File: src/core/jdm_pkg.sv
// Shared constants and types for the test/debug port front end.
// Assumes a single 100 MHz system clock samples every port pin.
package jdm_pkg;

    // ----------------------------------------------------------------
    // Synchroniser bit positions
    // ----------------------------------------------------------------
    localparam int SY_W = 5;
    localparam int SY_TCK = 0;
    localparam int SY_CLKRST = 1;
    localparam int SY_TMS = 2;
    localparam int SY_TDI = 3;
    localparam int SY_STRAP = 4;

    // ----------------------------------------------------------------
    // Scan controller
    // ----------------------------------------------------------------
    localparam int IR_W = 4;
    localparam logic [3:0] IR_EXTEST = 4'h0;
    localparam logic [3:0] IR_SAMPLE = 4'h1;
    localparam logic [3:0] IR_BYPASS = 4'hF;
    localparam logic [3:0] IR_CAPT_PAT = 4'h1;
    localparam int BSR_LEN = 8;
    localparam int TMS_RESET_EDGES = 5;

    // ----------------------------------------------------------------
    // Debug serial link
    // ----------------------------------------------------------------
    localparam int DBG_W = 17;
    localparam int DEBUG_SERIAL_CLOCK_RATIO = 5;

    typedef enum logic [3:0] {
        ST_TLR = 4'h0, ST_RTI = 4'h1, ST_SDR = 4'h3, ST_CDR = 4'h2,
        ST_SHDR = 4'h6, ST_E1DR = 4'h7, ST_PDR = 4'h5, ST_E2DR = 4'h4,
        ST_UDR = 4'hC, ST_SIR = 4'hD, ST_CIR = 4'hF, ST_SHIR = 4'hE,
        ST_E1IR = 4'hA, ST_PIR = 4'hB, ST_E2IR = 4'h9, ST_UIR = 4'h8
    } jdm_tap_state_t;

endpackage : jdm_pkg

File: src/core/jdm_tap_if.sv
// Link between the pin front end and the scan controller.
// Assumes both ends run on the same system clock.
interface jdm_tap_if;
    logic tck_rise;
    logic tck_fall;
    logic tms;
    logic tdi;
    logic tdo;
    logic tdo_en;
    modport tap (input tck_rise, input tck_fall, input tms, input tdi,
                 output tdo, output tdo_en);
    modport ctl (output tck_rise, output tck_fall, output tms,
                 output tdi, input tdo, input tdo_en);
endinterface : jdm_tap_if

File: src/core/jdm_tap.sv
// Sixteen-state boundary-scan controller with IR, bypass and scan chain.
// Assumes test clock edges arrive as one-cycle pulses on ref_clk.
module jdm_tap
    import jdm_pkg::*;
#(
    parameter int BSR_W = BSR_LEN
) (
    input wire logic ref_clk,
    input wire logic tap_rst_n,
    input wire logic reset_n,
    jdm_tap_if.tap tif,
    input wire logic [BSR_W-1:0] bsr_capture,
    output logic [BSR_W-1:0] bsr_update,
    output logic extest_active
);

    initial begin
        if (BSR_W < 1) $error("BSR_W must be at least 1");
    end

    function automatic jdm_tap_state_t step(jdm_tap_state_t s, logic m);
        unique case (s)
            ST_TLR: step = m ? ST_TLR : ST_RTI;
            ST_RTI: step = m ? ST_SDR : ST_RTI;
            ST_SDR: step = m ? ST_SIR : ST_CDR;
            ST_CDR: step = m ? ST_E1DR : ST_SHDR;
            ST_SHDR: step = m ? ST_E1DR : ST_SHDR;
            ST_E1DR: step = m ? ST_UDR : ST_PDR;
            ST_PDR: step = m ? ST_E2DR : ST_PDR;
            ST_E2DR: step = m ? ST_UDR : ST_SHDR;
            ST_UDR: step = m ? ST_SDR : ST_RTI;
            ST_SIR: step = m ? ST_TLR : ST_CIR;
            ST_CIR: step = m ? ST_E1IR : ST_SHIR;
            ST_SHIR: step = m ? ST_E1IR : ST_SHIR;
            ST_E1IR: step = m ? ST_UIR : ST_PIR;
            ST_PIR: step = m ? ST_E2IR : ST_PIR;
            ST_E2IR: step = m ? ST_UIR : ST_SHIR;
            ST_UIR: step = m ? ST_SDR : ST_RTI;
        endcase
    endfunction

    jdm_tap_state_t state_ff, nxt_state;
    logic [IR_W-1:0] ir_sh_ff, nxt_ir_sh, ir_ff, nxt_ir;
    logic byp_ff, nxt_byp, tdo_ff, nxt_tdo, oe_ff, nxt_oe;
    logic [BSR_W-1:0] bsr_sh_ff, nxt_bsr_sh, bsr_upd_ff, nxt_bsr_upd;
    logic sel_bsr;

    assign sel_bsr = (ir_ff == IR_EXTEST) || (ir_ff == IR_SAMPLE);

    always_comb begin
        nxt_state = state_ff;
        nxt_ir_sh = ir_sh_ff;
        nxt_ir = ir_ff;
        nxt_byp = byp_ff;
        nxt_bsr_sh = bsr_sh_ff;
        nxt_bsr_upd = bsr_upd_ff;
        nxt_tdo = tdo_ff;
        nxt_oe = oe_ff;
        if (tif.tck_rise) begin
            nxt_state = step(state_ff, tif.tms);
            unique case (state_ff)
                ST_TLR: nxt_ir = IR_BYPASS;
                // Reset state reached by mode alone must drop the instruction
                ST_SIR: if (tif.tms) nxt_ir = IR_BYPASS;
                ST_CIR: nxt_ir_sh = IR_CAPT_PAT;
                ST_SHIR: nxt_ir_sh = {tif.tdi, ir_sh_ff[IR_W-1:1]};
                ST_UIR: nxt_ir = ir_sh_ff;
                ST_CDR: begin
                    if (sel_bsr) nxt_bsr_sh = bsr_capture;
                    else nxt_byp = 1'b0;
                end
                ST_SHDR: begin
                    if (sel_bsr) begin
                        nxt_bsr_sh = {tif.tdi, bsr_sh_ff[BSR_W-1:1]};
                    end else begin
                        nxt_byp = tif.tdi;
                    end
                end
                ST_UDR: if (sel_bsr) nxt_bsr_upd = bsr_sh_ff;
                default: ;
            endcase
        end
        if (tif.tck_fall) begin
            // Output follows the state reached at the last rising edge
            nxt_oe = (state_ff == ST_SHIR) || (state_ff == ST_SHDR);
            if (state_ff == ST_SHIR) nxt_tdo = ir_sh_ff[0];
            else if (sel_bsr) nxt_tdo = bsr_sh_ff[0];
            else nxt_tdo = byp_ff;
        end
    end

    always_ff @(posedge ref_clk or negedge tap_rst_n) begin
        if (!tap_rst_n) begin
            state_ff <= ST_TLR;
            ir_sh_ff <= IR_CAPT_PAT;
            ir_ff <= IR_BYPASS;
            byp_ff <= 1'b0;
            bsr_sh_ff <= '0;
            bsr_upd_ff <= '0;
            tdo_ff <= 1'b0;
            oe_ff <= 1'b0;
        end else begin
            state_ff <= nxt_state;
            ir_sh_ff <= nxt_ir_sh;
            ir_ff <= nxt_ir;
            byp_ff <= nxt_byp;
            bsr_sh_ff <= nxt_bsr_sh;
            bsr_upd_ff <= nxt_bsr_upd;
            tdo_ff <= nxt_tdo;
            oe_ff <= nxt_oe;
        end
    end

    assign tif.tdo = tdo_ff;
    assign tif.tdo_en = oe_ff;
    assign bsr_update = bsr_upd_ff;
    assign extest_active = (ir_ff == IR_EXTEST);

    // ----------------------------------------------------------------
    // Checks
    // ----------------------------------------------------------------
    logic [2:0] tms_run_ff;
    always_ff @(posedge ref_clk or negedge tap_rst_n) begin
        if (!tap_rst_n) tms_run_ff <= '0;
        else if (tif.tck_rise && !tif.tms) tms_run_ff <= '0;
        else if (tif.tck_rise && tms_run_ff < 3'(TMS_RESET_EDGES))
            tms_run_ff <= tms_run_ff + 3'h1;
    end
endmodule : jdm_tap

File: src/core/jdm_top.sv
// Shared-pin front end: boundary-scan port or debug serial link.
// Assumes all pin inputs are asynchronous to ref_clk; pads resolve
// the data-out enable and the mode/breakpoint pull-up.
//
// Notes on behaviour
// - Strap high routes the pins to scan clock, mode, data in/out, reset.
// - Strap low routes the pins to debug clock, data in/out, breakpoint.
// - Test reset low forces the scan controller to reset state at once.
// - Five test clock rises with mode high reach the reset state.
// - A sixteen-state controller steps on each test clock rise by mode.
// - Test data in is captured into IR, bypass or chain on the rise.
// - Test data out is updated on the test clock fall.
// - Test data out floats whenever no shift is in progress.
// - In debug mode the breakpoint pin raises a core breakpoint request.
// - Debug commands are shifted in one bit at a time on serial input.
// - Debug responses are shifted out one bit at a time on serial out.
// - An undriven mode select reads as one, as if pulled up.
module jdm_top
    import jdm_pkg::*;
#(
    parameter int BSR_W = BSR_LEN,
    parameter int CMD_W = DBG_W
) (
    input wire logic ref_clk,
    input wire logic reset_n,
    input wire logic test_mode_strap,
    input wire logic clk_reset_pin,
    input wire logic tck_pin,
    input wire logic mode_breakpoint_request_pin,
    input wire logic mode_breakpoint_request_driven,
    input wire logic data_in_pin,
    output logic data_out_pin,
    output logic data_out_oe,
    output logic test_mode,
    output logic breakpoint_request,
    output logic dbg_cmd_valid,
    output logic [CMD_W-1:0] dbg_cmd_data,
    input wire logic [CMD_W-1:0] dbg_resp_data,
    input wire logic [BSR_W-1:0] bsr_capture,
    output logic [BSR_W-1:0] bsr_update,
    output logic extest_active
);

    localparam int CNT_W = $clog2(CMD_W + 1);
    localparam logic [CNT_W-1:0] LAST_BIT = CNT_W'(CMD_W - 1);

    initial begin
        if (CMD_W < 2) $error("CMD_W must be at least 2");
    end

    // ----------------------------------------------------------------
    // Pin synchronisers
    // ----------------------------------------------------------------
    logic [SY_W-1:0] pins_raw, sy1_ff, sy2_ff, prev_ff;
    logic tap_rst_n;
    // Idle levels: mode pin sits at its pull-up, so no false breakpoint
    localparam logic [SY_W-1:0] SY_IDLE = SY_W'(1 << SY_TMS);

    // Pad pull-up stand-in: undriven mode pin reads high
    assign pins_raw = {test_mode_strap, data_in_pin,
                       mode_breakpoint_request_driven ? mode_breakpoint_request_pin : 1'b1,
                       clk_reset_pin, tck_pin};

    always_ff @(posedge ref_clk or negedge reset_n) begin
        if (!reset_n) begin
            sy1_ff <= SY_IDLE;
            sy2_ff <= SY_IDLE;
            prev_ff <= SY_IDLE;
        end else begin
            sy1_ff <= pins_raw;
            sy2_ff <= sy1_ff;
            prev_ff <= sy2_ff;
        end
    end

    // Test reset bypasses the synchroniser so it acts without any edge
    assign tap_rst_n = reset_n & clk_reset_pin;

    logic test_sel, tck_rise, tck_fall, ds_rise;
    assign test_sel = sy2_ff[SY_STRAP];
    assign tck_rise = sy2_ff[SY_TCK] & ~prev_ff[SY_TCK];
    assign tck_fall = ~sy2_ff[SY_TCK] & prev_ff[SY_TCK];
    // Relies on the debug clock being slow enough to see each level
    assign ds_rise = sy2_ff[SY_CLKRST] & ~prev_ff[SY_CLKRST];

    // ----------------------------------------------------------------
    // Scan controller
    // ----------------------------------------------------------------
    jdm_tap_if tif ();

    assign tif.tck_rise = test_sel & tck_rise;
    assign tif.tck_fall = test_sel & tck_fall;
    assign tif.tms = sy2_ff[SY_TMS];
    assign tif.tdi = sy2_ff[SY_TDI];

    jdm_tap #(.BSR_W(BSR_W)) u_tap (
        .ref_clk(ref_clk),
        .tap_rst_n(tap_rst_n),
        .reset_n(reset_n),
        .tif(tif),
        .bsr_capture(bsr_capture),
        .bsr_update(bsr_update),
        .extest_active(extest_active)
    );

    // ----------------------------------------------------------------
    // Debug serial link
    // ----------------------------------------------------------------
    logic [CMD_W-1:0] cmd_sh_ff, nxt_cmd_sh, resp_sh_ff, nxt_resp_sh;
    logic [CMD_W-1:0] cmd_data_ff, nxt_cmd_data;
    logic [CNT_W-1:0] bit_cnt_ff, nxt_bit_cnt;
    logic cmd_valid_ff, nxt_cmd_valid, dso_ff, nxt_dso;
    logic breakpoint_request_ff, nxt_breakpoint_request;

    always_comb begin
        nxt_cmd_sh = cmd_sh_ff;
        nxt_resp_sh = resp_sh_ff;
        nxt_cmd_data = cmd_data_ff;
        nxt_bit_cnt = bit_cnt_ff;
        nxt_cmd_valid = 1'b0;
        nxt_dso = dso_ff;
        nxt_breakpoint_request = ~test_sel & ~sy2_ff[SY_TMS];
        if (test_sel) begin
            // Frame position is lost on a switch to scan mode
            nxt_bit_cnt = '0;
        end else if (ds_rise) begin
            nxt_cmd_sh = {cmd_sh_ff[CMD_W-2:0], sy2_ff[SY_TDI]};
            nxt_resp_sh = {resp_sh_ff[CMD_W-2:0], 1'b0};
            if (bit_cnt_ff == LAST_BIT) begin
                nxt_cmd_data = {cmd_sh_ff[CMD_W-2:0], sy2_ff[SY_TDI]};
                nxt_cmd_valid = 1'b1;
                nxt_bit_cnt = '0;
                nxt_resp_sh = dbg_resp_data;
            end else begin
                nxt_bit_cnt = bit_cnt_ff + CNT_W'(1);
            end
            nxt_dso = nxt_resp_sh[CMD_W-1];
        end
    end

    always_ff @(posedge ref_clk or negedge reset_n) begin
        if (!reset_n) begin
            cmd_sh_ff <= '0;
            resp_sh_ff <= '0;
            cmd_data_ff <= '0;
            bit_cnt_ff <= '0;
            cmd_valid_ff <= 1'b0;
            dso_ff <= 1'b0;
            breakpoint_request_ff <= 1'b0;
        end else begin
            cmd_sh_ff <= nxt_cmd_sh;
            resp_sh_ff <= nxt_resp_sh;
            cmd_data_ff <= nxt_cmd_data;
            bit_cnt_ff <= nxt_bit_cnt;
            cmd_valid_ff <= nxt_cmd_valid;
            dso_ff <= nxt_dso;
            breakpoint_request_ff <= nxt_breakpoint_request;
        end
    end

    // ----------------------------------------------------------------
    // Outputs
    // ----------------------------------------------------------------
    assign data_out_pin = test_sel ? tif.tdo : dso_ff;
    assign data_out_oe = test_sel ? tif.tdo_en : 1'b1;
    assign test_mode = test_sel;
    assign breakpoint_request = breakpoint_request_ff;
    assign dbg_cmd_valid = cmd_valid_ff;
    assign dbg_cmd_data = cmd_data_ff;
endmodule : jdm_top

File: config.mk
export PLATFORM = sky130hd
export DESIGN_NAME = jdm_top
export DESIGN_NICKNAME = d
export VERILOG_FILES = /design/src/core/jdm_pkg.sv /design/src/core/jdm_tap_if.sv /design/src/core/jdm_tap.sv /design/src/core/jdm_top.sv
export SDC_FILE = /design/constraint.sdc
export NUM_CORES = 1
export LEC_CHECK = 0
export BUFFER_PORTS_ARGS = -buffer_cell sky130_fd_sc_hd__buf_2
export CAP_MARGIN = 20
export CORE_MARGIN = 1
export CORE_UTILIZATION = 51
export DETAILED_ROUTE_END_ITERATION = 8
export GPL_TIMING_DRIVEN = 0
export PLACE_DENSITY = 0.75
export SYNTH_ARGS = -nofsm -noshare
export SYNTH_HDL_FRONTEND = slang
export SYNTH_HIERARCHICAL = 1
export SYNTH_SLANG_ARGS = --single-unit
File: constraint.sdc
create_clock -name ref_clk -period 2.15 [get_ports ref_clk]
set_input_delay 0.43 -clock ref_clk [delete_from_list [all_inputs] [get_ports ref_clk]]
set_output_delay 0.43 -clock ref_clk [all_outputs]
set_load 0.03 [all_outputs]
==> results of run 1 <==
-- metrics by stage --
step / area [um^2] / instances / util [%]
floorplan: 4330 / 352 / -
global placement: 4770 / 520 / 58.1
detailed placement: 4790 / 521 / 58.3
CTS: 5020 / 538 / 61.1
global route: 5020 / 538 / 61.2
finish: 5020 / 538 / 61.2
-- repair_timing --
item	CTS	global route
setup buffers	1	1
pin swaps	1	0
endpoints found under the hold margin	0	0
gates cloned	0	0
endpoints found under the setup margin	8	16
gates resized for setup	0	1
hold buffers	0	0
-- kinds of logic (layout without fill, tap and decap cells) --
group           count (synthesis)  after routing
flops                         100            100
simple gates                   90             90
mux                            69             69
compound gates                 59             59
buf+inv                        31            112
fa+ha+maj                       2              2
xor+xnor                        1              1
-- power groups by stage --
stage	sequential, mW	combinational (mW)	clock, mW
finish	2.24	0.790	1.22
floorplan	2.24	0.600	0
detailed placement	2.27	0.792	0
global route	2.27	0.901	1.33
CTS	2.23	0.794	1.25
global placement	2.27	0.760	0
-- routing by layer --
metal | share of wire (%) | routed length, um | global-route usage [%] | vias to the layer above
met3 | 4.2 | 326 | 4.37 | 10
met1 | 46 | 3570 | 26.4 | 1368
met2 | 48 | 3720 | 29.1 | 52
met4 | 1.5 | 114 | 9.10 | 0
li1 | - | - | - | 1380
met5 | 0 | 0 | 0 | -
-- how the worst min path moves through the flow --
stage | startpoint | end | cells after the start
4_1_cts | data_in_pin | sy1_ff[3]$_DFF_PN0_ | 1
5_1_grt | data_in_pin | sy1_ff[3]$_DFF_PN0_ | 1
2_1_floorplan | reset_n | bit_cnt_ff[0]$_DFFE_PN0P_ | 0
3_5_place_dp | sy1_ff[0]$_DFF_PN0_ | sy2_ff[0]$_DFF_PN0_ | 0
3_3_place_gp | sy1_ff[3]$_DFF_PN0_ | sy2_ff[3]$_DFF_PN0_ | 0
6_report | reset_n | resp_sh_ff[2]$_DFFE_PN0P_ | 1
-- layout make-up --
| class | instances | area (um^2) |
|---|---|---|
| multi-input combinational | 221 | 1640 |
| fill | 655 | 3190 |
| clock inverter | 7 | 83.8 |
| sequential | 100 | 2510 |
| timing repair buffer | 66 | 360 |
| inverter | 10 | 37.5 |
| tap | 105 | 131 |
| buffer | 20 | 138 |
| clock buffer | 9 | 124 |
-- layout by cell type (no fill, tap or decap), drive strengths merged, types with 7 or more instances in the layout --
master,Yosys,layout
dfstp,7,7
inv,10,12
clkbuf,11,19
mux2,43,43
mux2i,26,26
nand2b,9,9
dfrtp,93,93
nand2,20,20
nor2,31,31
a21oi,25,25
o21ai,19,19
buf,10,76
-- registers in the layout (all words and copies together) (netlist names), 2 cells and up --
name              cells
dbg_cmd_data         17
cmd_sh_ff            16
resp_sh_ff           16
u_tap/bsr_sh_ff       8
u_tap/bsr_update      8
bit_cnt_ff            5
sy1_ff                5
sy2_ff                5
u_tap/ir_ff           4
u_tap/ir_sh_ff        4
u_tap/state_ff        4
prev_ff               2
==> results_tabular.tex, run 1 <==
\begin{tabular}{lr}
\hline
Metric & Value \\
\hline
\multicolumn{2}{l}{\textbf{Status}} \\
\quad Status & complete, no violations \\
\multicolumn{2}{l}{\textbf{Synth}} \\
\quad Leading post-synthesis cells by cell area & sky130\_fd\_sc\_hd\_\_dfrtp\_1, sky130\_fd\_sc\_hd\_\_mux2\_2, sky130\_fd\_sc\_hd\_\_mux2i\_1, sky130\_fd\_sc\_hd\_\_dfstp\_2, sky130\_fd\_sc\_hd\_\_a21oi\_1 \\
\quad Most common library cells after synthesis & sky130\_fd\_sc\_hd\_\_dfrtp\_1, sky130\_fd\_sc\_hd\_\_mux2\_2, sky130\_fd\_sc\_hd\_\_nor2\_1, sky130\_fd\_sc\_hd\_\_mux2i\_1, sky130\_fd\_sc\_hd\_\_a21oi\_1 \\
\quad Count of flip-flops with a built-in enable after synthesis & 0 \\
\quad Nets in the synthesized netlist & 387 \\
\quad Mux share of post-synthesis cell area & 17.9\% \\
\quad Mean instance size in the synthesized netlist & 12.3 um\^{}2 \\
\quad Unique cell type count in the Yosys netlist & 49 \\
\quad Compound-gate portion of the synthesized area & 7.84\% \\
\quad Basic-gate share of the synthesized area counting and, or, nand and nor cells & 11.3\% \\
\quad Count of state elements after synthesis & 100 \\
\quad Netlist area before placement & 4320 um\^{}2 \\
\quad Synth Area in Adders & 0.579\% \\
\quad Leading area contributor after synthesis & sky130\_fd\_sc\_hd\_\_dfrtp\_1 \\
\quad Predominant post-synthesis flop cell & sky130\_fd\_sc\_hd\_\_dfrtp\_1 \\
\quad Number of cells produced by synthesis & 352 \\
\quad Post-synth top area share & 53.8\% \\
\quad Proportion of synthesized chip area in sequential cells & 58.1\% \\
\quad Synthesis Warnings & 6 \\
\quad Most common cell in the synthesized netlist & sky130\_fd\_sc\_hd\_\_dfrtp\_1 \\
\quad Largest family of logic cells by synthesized area & multiplexers \\
\quad Share of async-settable or async-resettable flops after synthesis & 100\% \\
\quad Synthesized-area fraction occupied by xor and xnor cells & 0.203\% \\
\multicolumn{2}{l}{\textbf{Power}} \\
\quad NetSw & 1.24 mW \\
\quad Combinational group share of total power & 18.6\% \\
\quad Pleak & 2.33 nW \\
\quad Clock Power Share & 28.8\% \\
\quad Seq pwr share & 52.6\% \\
\quad Total chip power & 4.25 mW \\
\quad Worst vdd rail ir drop & 0.000686 V \\
\quad P per Cell Area & 846 nW/um\^{}2 \\
\quad Switching power share of the total & 29.1\% \\
\quad Internal power of the cells & 3.01 mW \\
\multicolumn{2}{l}{\textbf{Worst setup path}} \\
\quad RR Endpoint & u\_tap/bsr\_update[7]\$\_DFFE\_PN0P\_ \\
\quad Delay contributed by the slowest stage of the critical path & 0.51 ns \\
\quad Kind of start point of the critical path & register \\
\quad Critical path fanouts, max & 12 \\
\quad Buf/Inv on CP & 2 \\
\quad Crit path capture & u\_tap/bsr\_update[7]\$\_DFFE\_PN0P\_ \\
\quad Required time worst endpoint & 2.40 ns \\
\quad CP max-delay cell & sky130\_fd\_sc\_hd\_\_dfrtp\_2 \\
\quad Worst-case reg-to-reg path depth & 6 \\
\quad Capturing element type of the critical path & register \\
\quad Critical path startpoint & sy2\_ff[4]\$\_DFF\_PN0\_ \\
\quad Largest delay share family, worst path & simple AND/OR/NAND/NOR gates \\
\quad Worst setup path category & register to register \\
\quad Arrival time reported for the critical path endpoint & 2.21 ns \\
\quad Critical register-to-register path startpoint & sy2\_ff[4]\$\_DFF\_PN0\_ \\
\quad Cells along the critical path & and3b\_1 > clkbuf\_2 > nand2b\_1 > nor4\_4 > buf\_12 > mux2\_2 \\
\quad Setup slack of the worst register-to-register path & 0.19 ns \\
\quad Instance count on the critical path & 6 \\
\multicolumn{2}{l}{\textbf{Timing}} \\
\quad Period Utilization, post-route & 91.2\% \\
\quad Fin Clk Skew & 0.0110 ns \\
\quad Upper clock frequency limit & 510 MHz \\
\quad Post-Route Setup TNS & 0 ns \\
\quad Total of endpoints with negative setup slack in the final report & 0 \\
\quad Worst hold slack across all endpoints & 0.152 ns \\
\quad Final worst path period need & 1.96 ns \\
\quad Number of slew-limit violations in the final report & 0 \\
\quad Actual transition at the worst max-transition pin & 0.836 ns \\
\quad Unrepaired setup endpoints after global routing & false \\
\quad Final number of hold-violating endpoints & 0 \\
\quad Worst setup slack after layout & 0.189 ns \\
\quad Worst rel slew slack & 44.3\% \\
\multicolumn{2}{l}{\textbf{Floorplanning}} \\
\quad Die H & 94.1 um \\
\quad Die Footprint & 8850 um\^{}2 \\
\quad Initial standard-cell utilization of the core & 52.6\% \\
\quad Area of the core & 8220 um\^{}2 \\
\quad Floorplan row count & 33 \\
\quad I/O pin count & 64 \\
\quad Die width & 94.1 um \\
\multicolumn{2}{l}{\textbf{GRT}} \\
\quad Largest net degree at the start of global routing & 71 \\
\quad GRT Residual Overflow & 0 \\
\quad Total global-route track usage & 19.3\% \\
\quad Via count of the first global-routing pass & 2847 \\
\quad Number of antenna violations at the first check in global routing & 0 \\
\quad First-pass GRT wire length & 13100 um \\
\multicolumn{2}{l}{\textbf{Flow run}} \\
\quad Max\_cap viols & 0 \\
\multicolumn{2}{l}{\textbf{Clocking}} \\
\quad TritonCTS clock tree & built \\
\quad Clock Tree Root & sky130\_fd\_sc\_hd\_\_clkbuf\_8 \\
\quad CTS clock-pin slew for the worst setup and hold paths & 0.10 ns \\
\quad Number of sinks handled by clock tree synthesis & 100 \\
\quad Inserted Clock Buffers & 9 \\
\quad Clock latency reported for the late side of the worst-skew pair & 0.36 ns \\
\quad Maximum count of clock buffers along a single path & 2 \\
\quad Number of H-tree levels & 3 \\
\multicolumn{2}{l}{\textbf{Detailed routing}} \\
\quad Total via count after detailed routing & 2810 \\
\quad Initial DRC count & 260 \\
\quad Post-DR vias/cell & 5.22 \\
\quad Residual antenna-violating net count after detailed routing & 0 \\
\quad Final wirelength & 7730 um \\
\quad Routed wire per std cell & 14.4 um \\
\quad Total iterations of the first detailed-routing run & 4 \\
\quad Detailed-route DRC error count & 0 \\
\multicolumn{2}{l}{\textbf{Placed design}} \\
\quad Worst Setup Slack post-DPL & -0.209 ns \\
\quad IO Port Bufs & 63 \\
\quad Hpwl dp & 5370 um \\
\quad Placer congestion estimate & 0.848 \\
\multicolumn{2}{l}{\textbf{Finish}} \\
\quad Area grow syn2layout & 16.2\% \\
\quad Diode count & 0 \\
\quad Fraction of final layout cells with drive strength greater than 1 & 35.3\% \\
\quad Layout net count & 463 \\
\multicolumn{2}{l}{\textbf{Worst hold path}} \\
\quad Hold Path Class & input pin to async pin \\
\hline
\end{tabular}
No activity file was read; power rests on OpenSTA's default activity.
==> run 2: changes to the inputs <==
--- a/config.mk
+++ b/config.mk
@@ -7,6 +7,7 @@
 export LEC_CHECK = 0
 export BUFFER_PORTS_ARGS = -buffer_cell sky130_fd_sc_hd__buf_2
 export CAP_MARGIN = 20
+export CORE_ASPECT_RATIO = 1.2
 export CORE_MARGIN = 1
 export CORE_UTILIZATION = 51
 export DETAILED_ROUTE_END_ITERATION = 8
==> results_tabular.tex, run 2 (same netlist as run 1, synthesis figures left out) <==
\begin{tabular}{lr}
\hline
Metric & Value \\
\hline
\multicolumn{2}{l}{\textbf{Finish}} \\
\quad Diode count & 0 (unchanged) \\
\quad Area grow syn2layout & 16.0\% \\
\quad Most common library cell in the layout ignoring fill and taps & sky130\_fd\_sc\_hd\_\_dfrtp\_1 \\
\quad Final design area excluding fillers & 5020 um\^{}2 (-0.17\%) \\
\quad Layout net count & 464 (+0.22\%) \\
\quad Fraction of final layout cells with drive strength greater than 1 & 35.5\% (+0.15 points) \\
\quad Leading cell types in the layout, fill and taps excluded & sky130\_fd\_sc\_hd\_\_dfrtp\_1, sky130\_fd\_sc\_hd\_\_buf\_2, sky130\_fd\_sc\_hd\_\_mux2\_2 \\
\quad Utilization after layout & 61.5\% (+0.37 points) \\
\quad Post-route insts no fill & 548 (+1.9\%) \\
\quad Number of flip-flops in the largest register & 17 (unchanged) \\
\multicolumn{2}{l}{\textbf{Timing}} \\
\quad Post-Route Setup TNS & 0 ns (unchanged) \\
\quad Actual transition at the worst max-transition pin & 0.935 ns (+0.0988 ns) \\
\quad Number of slew-limit violations in the final report & 0 (unchanged) \\
\quad Final number of hold-violating endpoints & 0 (unchanged) \\
\quad Unrepaired setup endpoints after global routing & false \\
\quad Upper clock frequency limit & 515 MHz (+0.91\%) \\
\quad Final worst path period need & 1.94 ns (-0.0176 ns) \\
\quad Fin Clk Skew & 0.00981 ns (-0.00123 ns) \\
\quad Total of endpoints with negative setup slack in the final report & 0 (unchanged) \\
\quad Period Utilization, post-route & 90.4\% (-0.82 points) \\
\quad Worst rel slew slack & 37.7\% (-6.6 points) \\
\multicolumn{2}{l}{\textbf{Detailed routing}} \\
\quad Total via count after detailed routing & 2884 (+2.6\%) \\
\quad Initial DRC count & 130 (-50\%) \\
\quad Post-DR vias/cell & 5.26 (+0.76\%) \\
\quad Final wirelength & 7940 um (+2.7\%) \\
\quad Residual antenna-violating net count after detailed routing & 0 (unchanged) \\
\quad Total iterations of the first detailed-routing run & 4 (unchanged) \\
\quad Detailed-route DRC error count & 0 (unchanged) \\
\quad Routed wire per std cell & 14.5 um (+0.78\%) \\
\multicolumn{2}{l}{\textbf{GRT}} \\
\quad Most utilized layer in the global route result & met2 \\
\quad GR Layer Usage met3 & 5.36\% (+1.0 points) \\
\quad GRT Residual Overflow & 0 (unchanged) \\
\quad Number of antenna violations at the first check in global routing & 0 (unchanged) \\
\quad Via count of the first global-routing pass & 2851 (+0.14\%) \\
\quad First-pass GRT wire length & 13500 um (+2.8\%) \\
\quad Largest net degree at the start of global routing & 71 (unchanged) \\
\quad Total global-route track usage & 19.8\% (+0.53 points) \\
\quad Met1 Resource Use GR & 26.3\% (-0.074 points) \\
\quad Met2 Use GR & 31.4\% (+2.4 points) \\
\multicolumn{2}{l}{\textbf{Worst setup path}} \\
\quad Worst setup path category & register to register \\
\quad Arrival time reported for the critical path endpoint & 2.19 ns (-0.02 ns) \\
\quad Critical register-to-register path startpoint & sy2\_ff[4]\$\_DFF\_PN0\_ \\
\quad Required time worst endpoint & 2.40 ns (about the same) \\
\quad Critical path startpoint & sy2\_ff[4]\$\_DFF\_PN0\_ \\
\quad Capturing element type of the critical path & register \\
\quad Kind of start point of the critical path & register \\
\quad Critical path fanouts, max & 12 (unchanged) \\
\multicolumn{2}{l}{\textbf{Floorplanning}} \\
\quad Die width & 86.0 um (-8.5\%) \\
\quad I/O pin count & 64 (unchanged) \\
\quad Floorplan row count & 36 (+9.1\%) \\
\quad Die Footprint & 8850 um\^{}2 (about the same) \\
\quad Area of the core & 8150 um\^{}2 (-0.78\%) \\
\quad Initial standard-cell utilization of the core & 53.0\% (+0.41 points) \\
\quad Die H & 103 um (+9.3\%) \\
\multicolumn{2}{l}{\textbf{Power}} \\
\quad P per Cell Area & 830 nW/um\^{}2 (-1.9\%) \\
\quad Worst vdd rail ir drop & 0.000466 V (-32\%) \\
\quad Pleak & 2.33 nW (+0.21\%) \\
\quad Total chip power & 4.16 mW (-2.1\%) \\
\multicolumn{2}{l}{\textbf{Placed design}} \\
\quad Hpwl dp & 5520 um (+2.7\%) \\
\quad Placer congestion estimate & 0.837 (-1.2\%) \\
\quad IO Port Bufs & 63 (unchanged) \\
\quad Placed Instances & 530 (+1.7\%) \\
\quad Placed standard-cell area & 4800 um\^{}2 (+0.24\%) \\
\multicolumn{2}{l}{\textbf{Status}} \\
\quad Status & complete, no violations \\
\multicolumn{2}{l}{\textbf{Worst hold path}} \\
\quad Hold Path Class & input pin to async pin \\
\multicolumn{2}{l}{\textbf{Clocking}} \\
\quad CTS clock-pin slew for the worst setup and hold paths & 0.10 ns (about the same) \\
\quad Clock latency reported for the late side of the worst-skew pair & 0.36 ns (about the same) \\
\quad Inserted Clock Buffers & 9 (unchanged) \\
\quad Maximum count of clock buffers along a single path & 2 (unchanged) \\
\quad Number of sinks handled by clock tree synthesis & 100 (unchanged) \\
\quad Clock Tree Root & sky130\_fd\_sc\_hd\_\_clkbuf\_8 \\
\quad TritonCTS clock tree & built \\
\quad Number of H-tree levels & 3 (unchanged) \\
\multicolumn{2}{l}{\textbf{Flow run}} \\
\quad Max\_cap viols & 0 (unchanged) \\
\hline
\end{tabular}
[run 2: worst max-delay path, cell delays in order, from the launching register on]
cell and delay [ns]:
sky130_fd_sc_hd__dfrtp_2 0.50, sky130_fd_sc_hd__and3b_1 0.20, sky130_fd_sc_hd__clkbuf_2 0.22, sky130_fd_sc_hd__nand2b_1 0.18, sky130_fd_sc_hd__nor4_4 0.22, sky130_fd_sc_hd__buf_12 0.17
sky130_fd_sc_hd__mux2_2 0.33
[run 2: area by class of cell]
| class | count | area (um^2) |
|---|---|---|
| fill | 656 | 3140 |
| sequential | 100 | 2510 |
| multi-input combinational | 221 | 1640 |
| timing repair buffer | 67 | 368 |
| tap | 114 | 143 |
| buffer | 20 | 138 |
| clock buffer | 9 | 124 |
| clock inverter | 7 | 56.3 |
| inverter | 10 | 37.5 |
[run 2: path summary, 6_finish.rpt]
check	endpoint	slack (ns)	depth (start not counted)
min	resp_sh_ff[15]$_DFFE_PN0P_	0.15	1
max in group asynchronous	u_tap/ir_ff[0]$_DFFE_PN1P_	0.44	3
min reg2reg	sy2_ff[0]$_DFF_PN0_	0.36	0
min in group ref_clk	sy1_ff[3]$_DFF_PN0_	0.16	1
max reg2reg	u_tap/bsr_update[5]$_DFFE_PN0P_	0.21	6
max	u_tap/bsr_update[5]$_DFFE_PN0P_	0.21	6
[run 2: what timing repair did]
item | CTS | global route
hold endpoints to repair | 0 | 0
hold buffers | 0 | 0
resized for setup | 0 | 1
setup buffers | 1 | 2
pin swaps | 1 | 0
setup endpoints to repair | 8 | 17
[run 2: power by group]
| part | switching (mW) | leakage, nW | internal (mW) |
|---|---|---|---|
| registers | 0.133 | 1.22 | 2.11 |
| clock network | 0.665 | 0.0963 | 0.440 |
| logic | 0.467 | 1.01 | 0.350 |
| total | 1.26 | 2.33 | 2.90 |
[run 2: metal layers]
metal  part of all wire [%]  vias up
met5                      0        -
met4                    1.4        0
met3                    5.7        9
met2                     48       67
met1                     45     1427
li1                       -     1381
[run 2: metrics by stage]
step	hold WS [ns]	setup slack, ns
floorplan	0.134	0.0530
global placement	0.333	-0.844
detailed placement	0.339	-0.190
CTS	0.146	0.138
global route	0.138	0.0848
finish	0.151	0.206
==> run 3: changes to the inputs <==
--- a/config.mk
+++ b/config.mk
@@ -12,7 +12,7 @@
 export CORE_UTILIZATION = 51
 export DETAILED_ROUTE_END_ITERATION = 8
 export GPL_TIMING_DRIVEN = 0
-export PLACE_DENSITY = 0.75
+export PLACE_DENSITY = 0.83
 export SYNTH_ARGS = -nofsm -noshare
 export SYNTH_HDL_FRONTEND = slang
 export SYNTH_HIERARCHICAL = 1
==> results_tabular.tex, run 3 (same netlist as run 1, synthesis figures left out) <==
\begin{tabular}{lr}
\hline
Metric & Value \\
\hline
\multicolumn{2}{l}{\textbf{Clocking}} \\
\quad CTS clock-pin slew for the worst setup and hold paths & 0.10 ns (about the same) \\
\quad Number of H-tree levels & 3 (unchanged) \\
\quad Clock latency reported for the late side of the worst-skew pair & 0.36 ns (about the same) \\
\quad Maximum count of clock buffers along a single path & 2 (unchanged) \\
\quad TritonCTS clock tree & built \\
\quad Inserted Clock Buffers & 9 (unchanged) \\
\quad Number of sinks handled by clock tree synthesis & 100 (unchanged) \\
\quad Clock Tree Root & sky130\_fd\_sc\_hd\_\_clkbuf\_8 \\
\multicolumn{2}{l}{\textbf{Detailed routing}} \\
\quad Final wirelength & 7990 um (+0.59\%) \\
\quad Routed wire per std cell & 14.6 um (+0.96\%) \\
\quad Total iterations of the first detailed-routing run & 4 (unchanged) \\
\quad Residual antenna-violating net count after detailed routing & 0 (unchanged) \\
\quad Total via count after detailed routing & 2845 (-1.4\%) \\
\quad Post-DR vias/cell & 5.21 (-0.99\%) \\
\quad Initial DRC count & 140 (+7.7\%) \\
\quad Detailed-route DRC error count & 0 (unchanged) \\
\multicolumn{2}{l}{\textbf{Floorplanning}} \\
\quad Floorplan row count & 36 (unchanged) \\
\quad Die Footprint & 8850 um\^{}2 (unchanged) \\
\quad Die width & 86.0 um (unchanged) \\
\quad Initial standard-cell utilization of the core & 53.0\% (unchanged) \\
\quad Area of the core & 8150 um\^{}2 (unchanged) \\
\quad I/O pin count & 64 (unchanged) \\
\quad Die H & 103 um (unchanged) \\
\multicolumn{2}{l}{\textbf{Timing}} \\
\quad Worst hold slack across all endpoints & 0.152 ns (+0.00129 ns) \\
\quad Worst setup slack after layout & 0.232 ns (+0.0251 ns) \\
\quad Number of slew-limit violations in the final report & 0 (unchanged) \\
\quad Unrepaired setup endpoints after global routing & false \\
\quad Upper clock frequency limit & 521 MHz (+1.3\%) \\
\quad Period Utilization, post-route & 89.2\% (-1.2 points) \\
\quad Final number of hold-violating endpoints & 0 (unchanged) \\
\quad Final worst path period need & 1.92 ns (-0.0251 ns) \\
\quad Actual transition at the worst max-transition pin & 0.828 ns (-0.107 ns) \\
\quad Worst rel slew slack & 44.8\% (+7.1 points) \\
\quad Total of endpoints with negative setup slack in the final report & 0 (unchanged) \\
\quad Fin Clk Skew & 0.0105 ns (+0.000661 ns) \\
\multicolumn{2}{l}{\textbf{Worst setup path}} \\
\quad Capturing element type of the critical path & output port \\
\quad Critical path fanouts, max & 4 (-8) \\
\quad Kind of start point of the critical path & register \\
\quad Required time worst endpoint & 1.72 ns (-0.68 ns) \\
\quad Arrival time reported for the critical path endpoint & 1.49 ns (-0.70 ns) \\
\quad Worst setup path category & register to output port \\
\multicolumn{2}{l}{\textbf{GRT}} \\
\quad Via count of the first global-routing pass & 2772 (-2.8\%) \\
\quad GRT Residual Overflow & 0 (unchanged) \\
\quad First-pass GRT wire length & 13200 um (-2.0\%) \\
\quad Total global-route track usage & 19.4\% (-0.37 points) \\
\quad Number of antenna violations at the first check in global routing & 0 (unchanged) \\
\quad Largest net degree at the start of global routing & 71 (unchanged) \\
\multicolumn{2}{l}{\textbf{Power}} \\
\quad Pleak & 2.34 nW (+0.39\%) \\
\quad Worst vdd rail ir drop & 0.000617 V (+32\%) \\
\quad P per Cell Area & 852 nW/um\^{}2 (+2.7\%) \\
\multicolumn{2}{l}{\textbf{Finish}} \\
\quad Number of flip-flops in the largest register & 17 (unchanged) \\
\quad Leading cell types in the layout, fill and taps excluded & sky130\_fd\_sc\_hd\_\_dfrtp\_1, sky130\_fd\_sc\_hd\_\_buf\_2, sky130\_fd\_sc\_hd\_\_mux2\_2 \\
\quad Fill cell instance count of the final layout & 634 (-3.4\%) \\
\quad Diode count & 0 (unchanged) \\
\quad Area grow syn2layout & 16.5\% \\
\quad Sequential standard cell area & 2510 um\^{}2 (unchanged) \\
\quad Final design area excluding fillers & 5030 um\^{}2 (+0.37\%) \\
\quad Layout net count & 463 (-0.22\%) \\
\quad Multi-input combinational cell area & 1630 um\^{}2 (-0.23\%) \\
\quad Most common library cell in the layout ignoring fill and taps & sky130\_fd\_sc\_hd\_\_dfrtp\_1 \\
\quad Fraction of final layout cells with drive strength greater than 1 & 35.2\% (-0.30 points) \\
\multicolumn{2}{l}{\textbf{Placed design}} \\
\quad Placer congestion estimate & 0.860 (+2.7\%) \\
\quad IO Port Bufs & 63 (unchanged) \\
\quad Hpwl dp & 5590 um (+1.4\%) \\
\quad Placed standard-cell area & 4810 um\^{}2 (+0.26\%) \\
\quad Worst Setup Slack post-DPL & -0.161 ns (+0.0285 ns) \\
\multicolumn{2}{l}{\textbf{Status}} \\
\quad Status & complete, no violations \\
\multicolumn{2}{l}{\textbf{Worst hold path}} \\
\quad Hold Path Class & input pin to async pin \\
\multicolumn{2}{l}{\textbf{Flow run}} \\
\quad Max\_cap viols & 0 (unchanged) \\
\hline
\end{tabular}
## run 3: routing by layer
layer | track usage [%] | wire (um) | vias up
met4 | 7.69 | 141 | 0
met1 | 25.7 | 3620 | 1399
met3 | 5.52 | 317 | 11
met5 | 0 | 0 | -
met2 | 30.5 | 3910 | 60
li1 | - | - | 1375
## run 3: critical path, stage by stage (launching register included)
cell	delay [ns]
sky130_fd_sc_hd__dfstp_2	0.38
sky130_fd_sc_hd__or3_4	0.42
sky130_fd_sc_hd__nor2_1	0.12
sky130_fd_sc_hd__buf_2	0.21
## run 3: metrics by stage
step	cells	utilization, %	TNS, ns	power [mW]
global route	546	61.8	0	4.51
detailed placement	530	59.1	-1.24	3.08
floorplan	352	-	0	2.84
CTS	547	61.8	0	4.32
finish	546	61.8	0	4.29
global placement	529	58.7	-26.77	3.03
## run 3: what timing repair did
item | 4_1_cts | 5_1_grt
gates resized for setup | 0 | 2
pin swaps | 1 | 0
setup endpoints to repair | 8 | 8
setup buffers | 2 | 0
hold buffers | 0 | 0
## run 3: worst paths after layout
check / startpoint / end / slack (ns) / cells past startpoint
hold reg to reg: sy1_ff[1]$_DFF_PN0_ / sy2_ff[1]$_DFF_PN0_ / 0.35 / 0
hold / removal: reset_n / resp_sh_ff[0]$_DFFE_PN0P_ / 0.15 / 1
setup / recovery: u_tap/ir_ff[1]$_DFFE_PN1P_ / extest_active / 0.23 / 3
min in group ref_clk: data_in_pin / sy1_ff[3]$_DFF_PN0_ / 0.18 / 1
max in group asynchronous: reset_n / u_tap/bsr_update[5]$_DFFE_PN0P_ / 0.75 / 3
setup reg to reg: sy2_ff[4]$_DFF_PN0_ / u_tap/bsr_update[5]$_DFFE_PN0P_ / 0.23 / 6
## run 3: layout make-up
type,instances,area share [%]
Clock inverter,4,1.14
Timing Repair Buffer,66,7.16
Clock buffer,11,3.01
Multi-Input combinational cell,221,32.5
Buffer,20,2.76
Sequential cell,100,49.9
Tap cell,114,2.83
Inverter,10,0.746
## run 3: power breakdown
group          switching (mW)  leakage (nW)  internal [mW]
clock                   0.634         0.104          0.606
sequential              0.135          1.22           2.11
combinational           0.458          1.01          0.352
total                    1.23          2.34           3.06
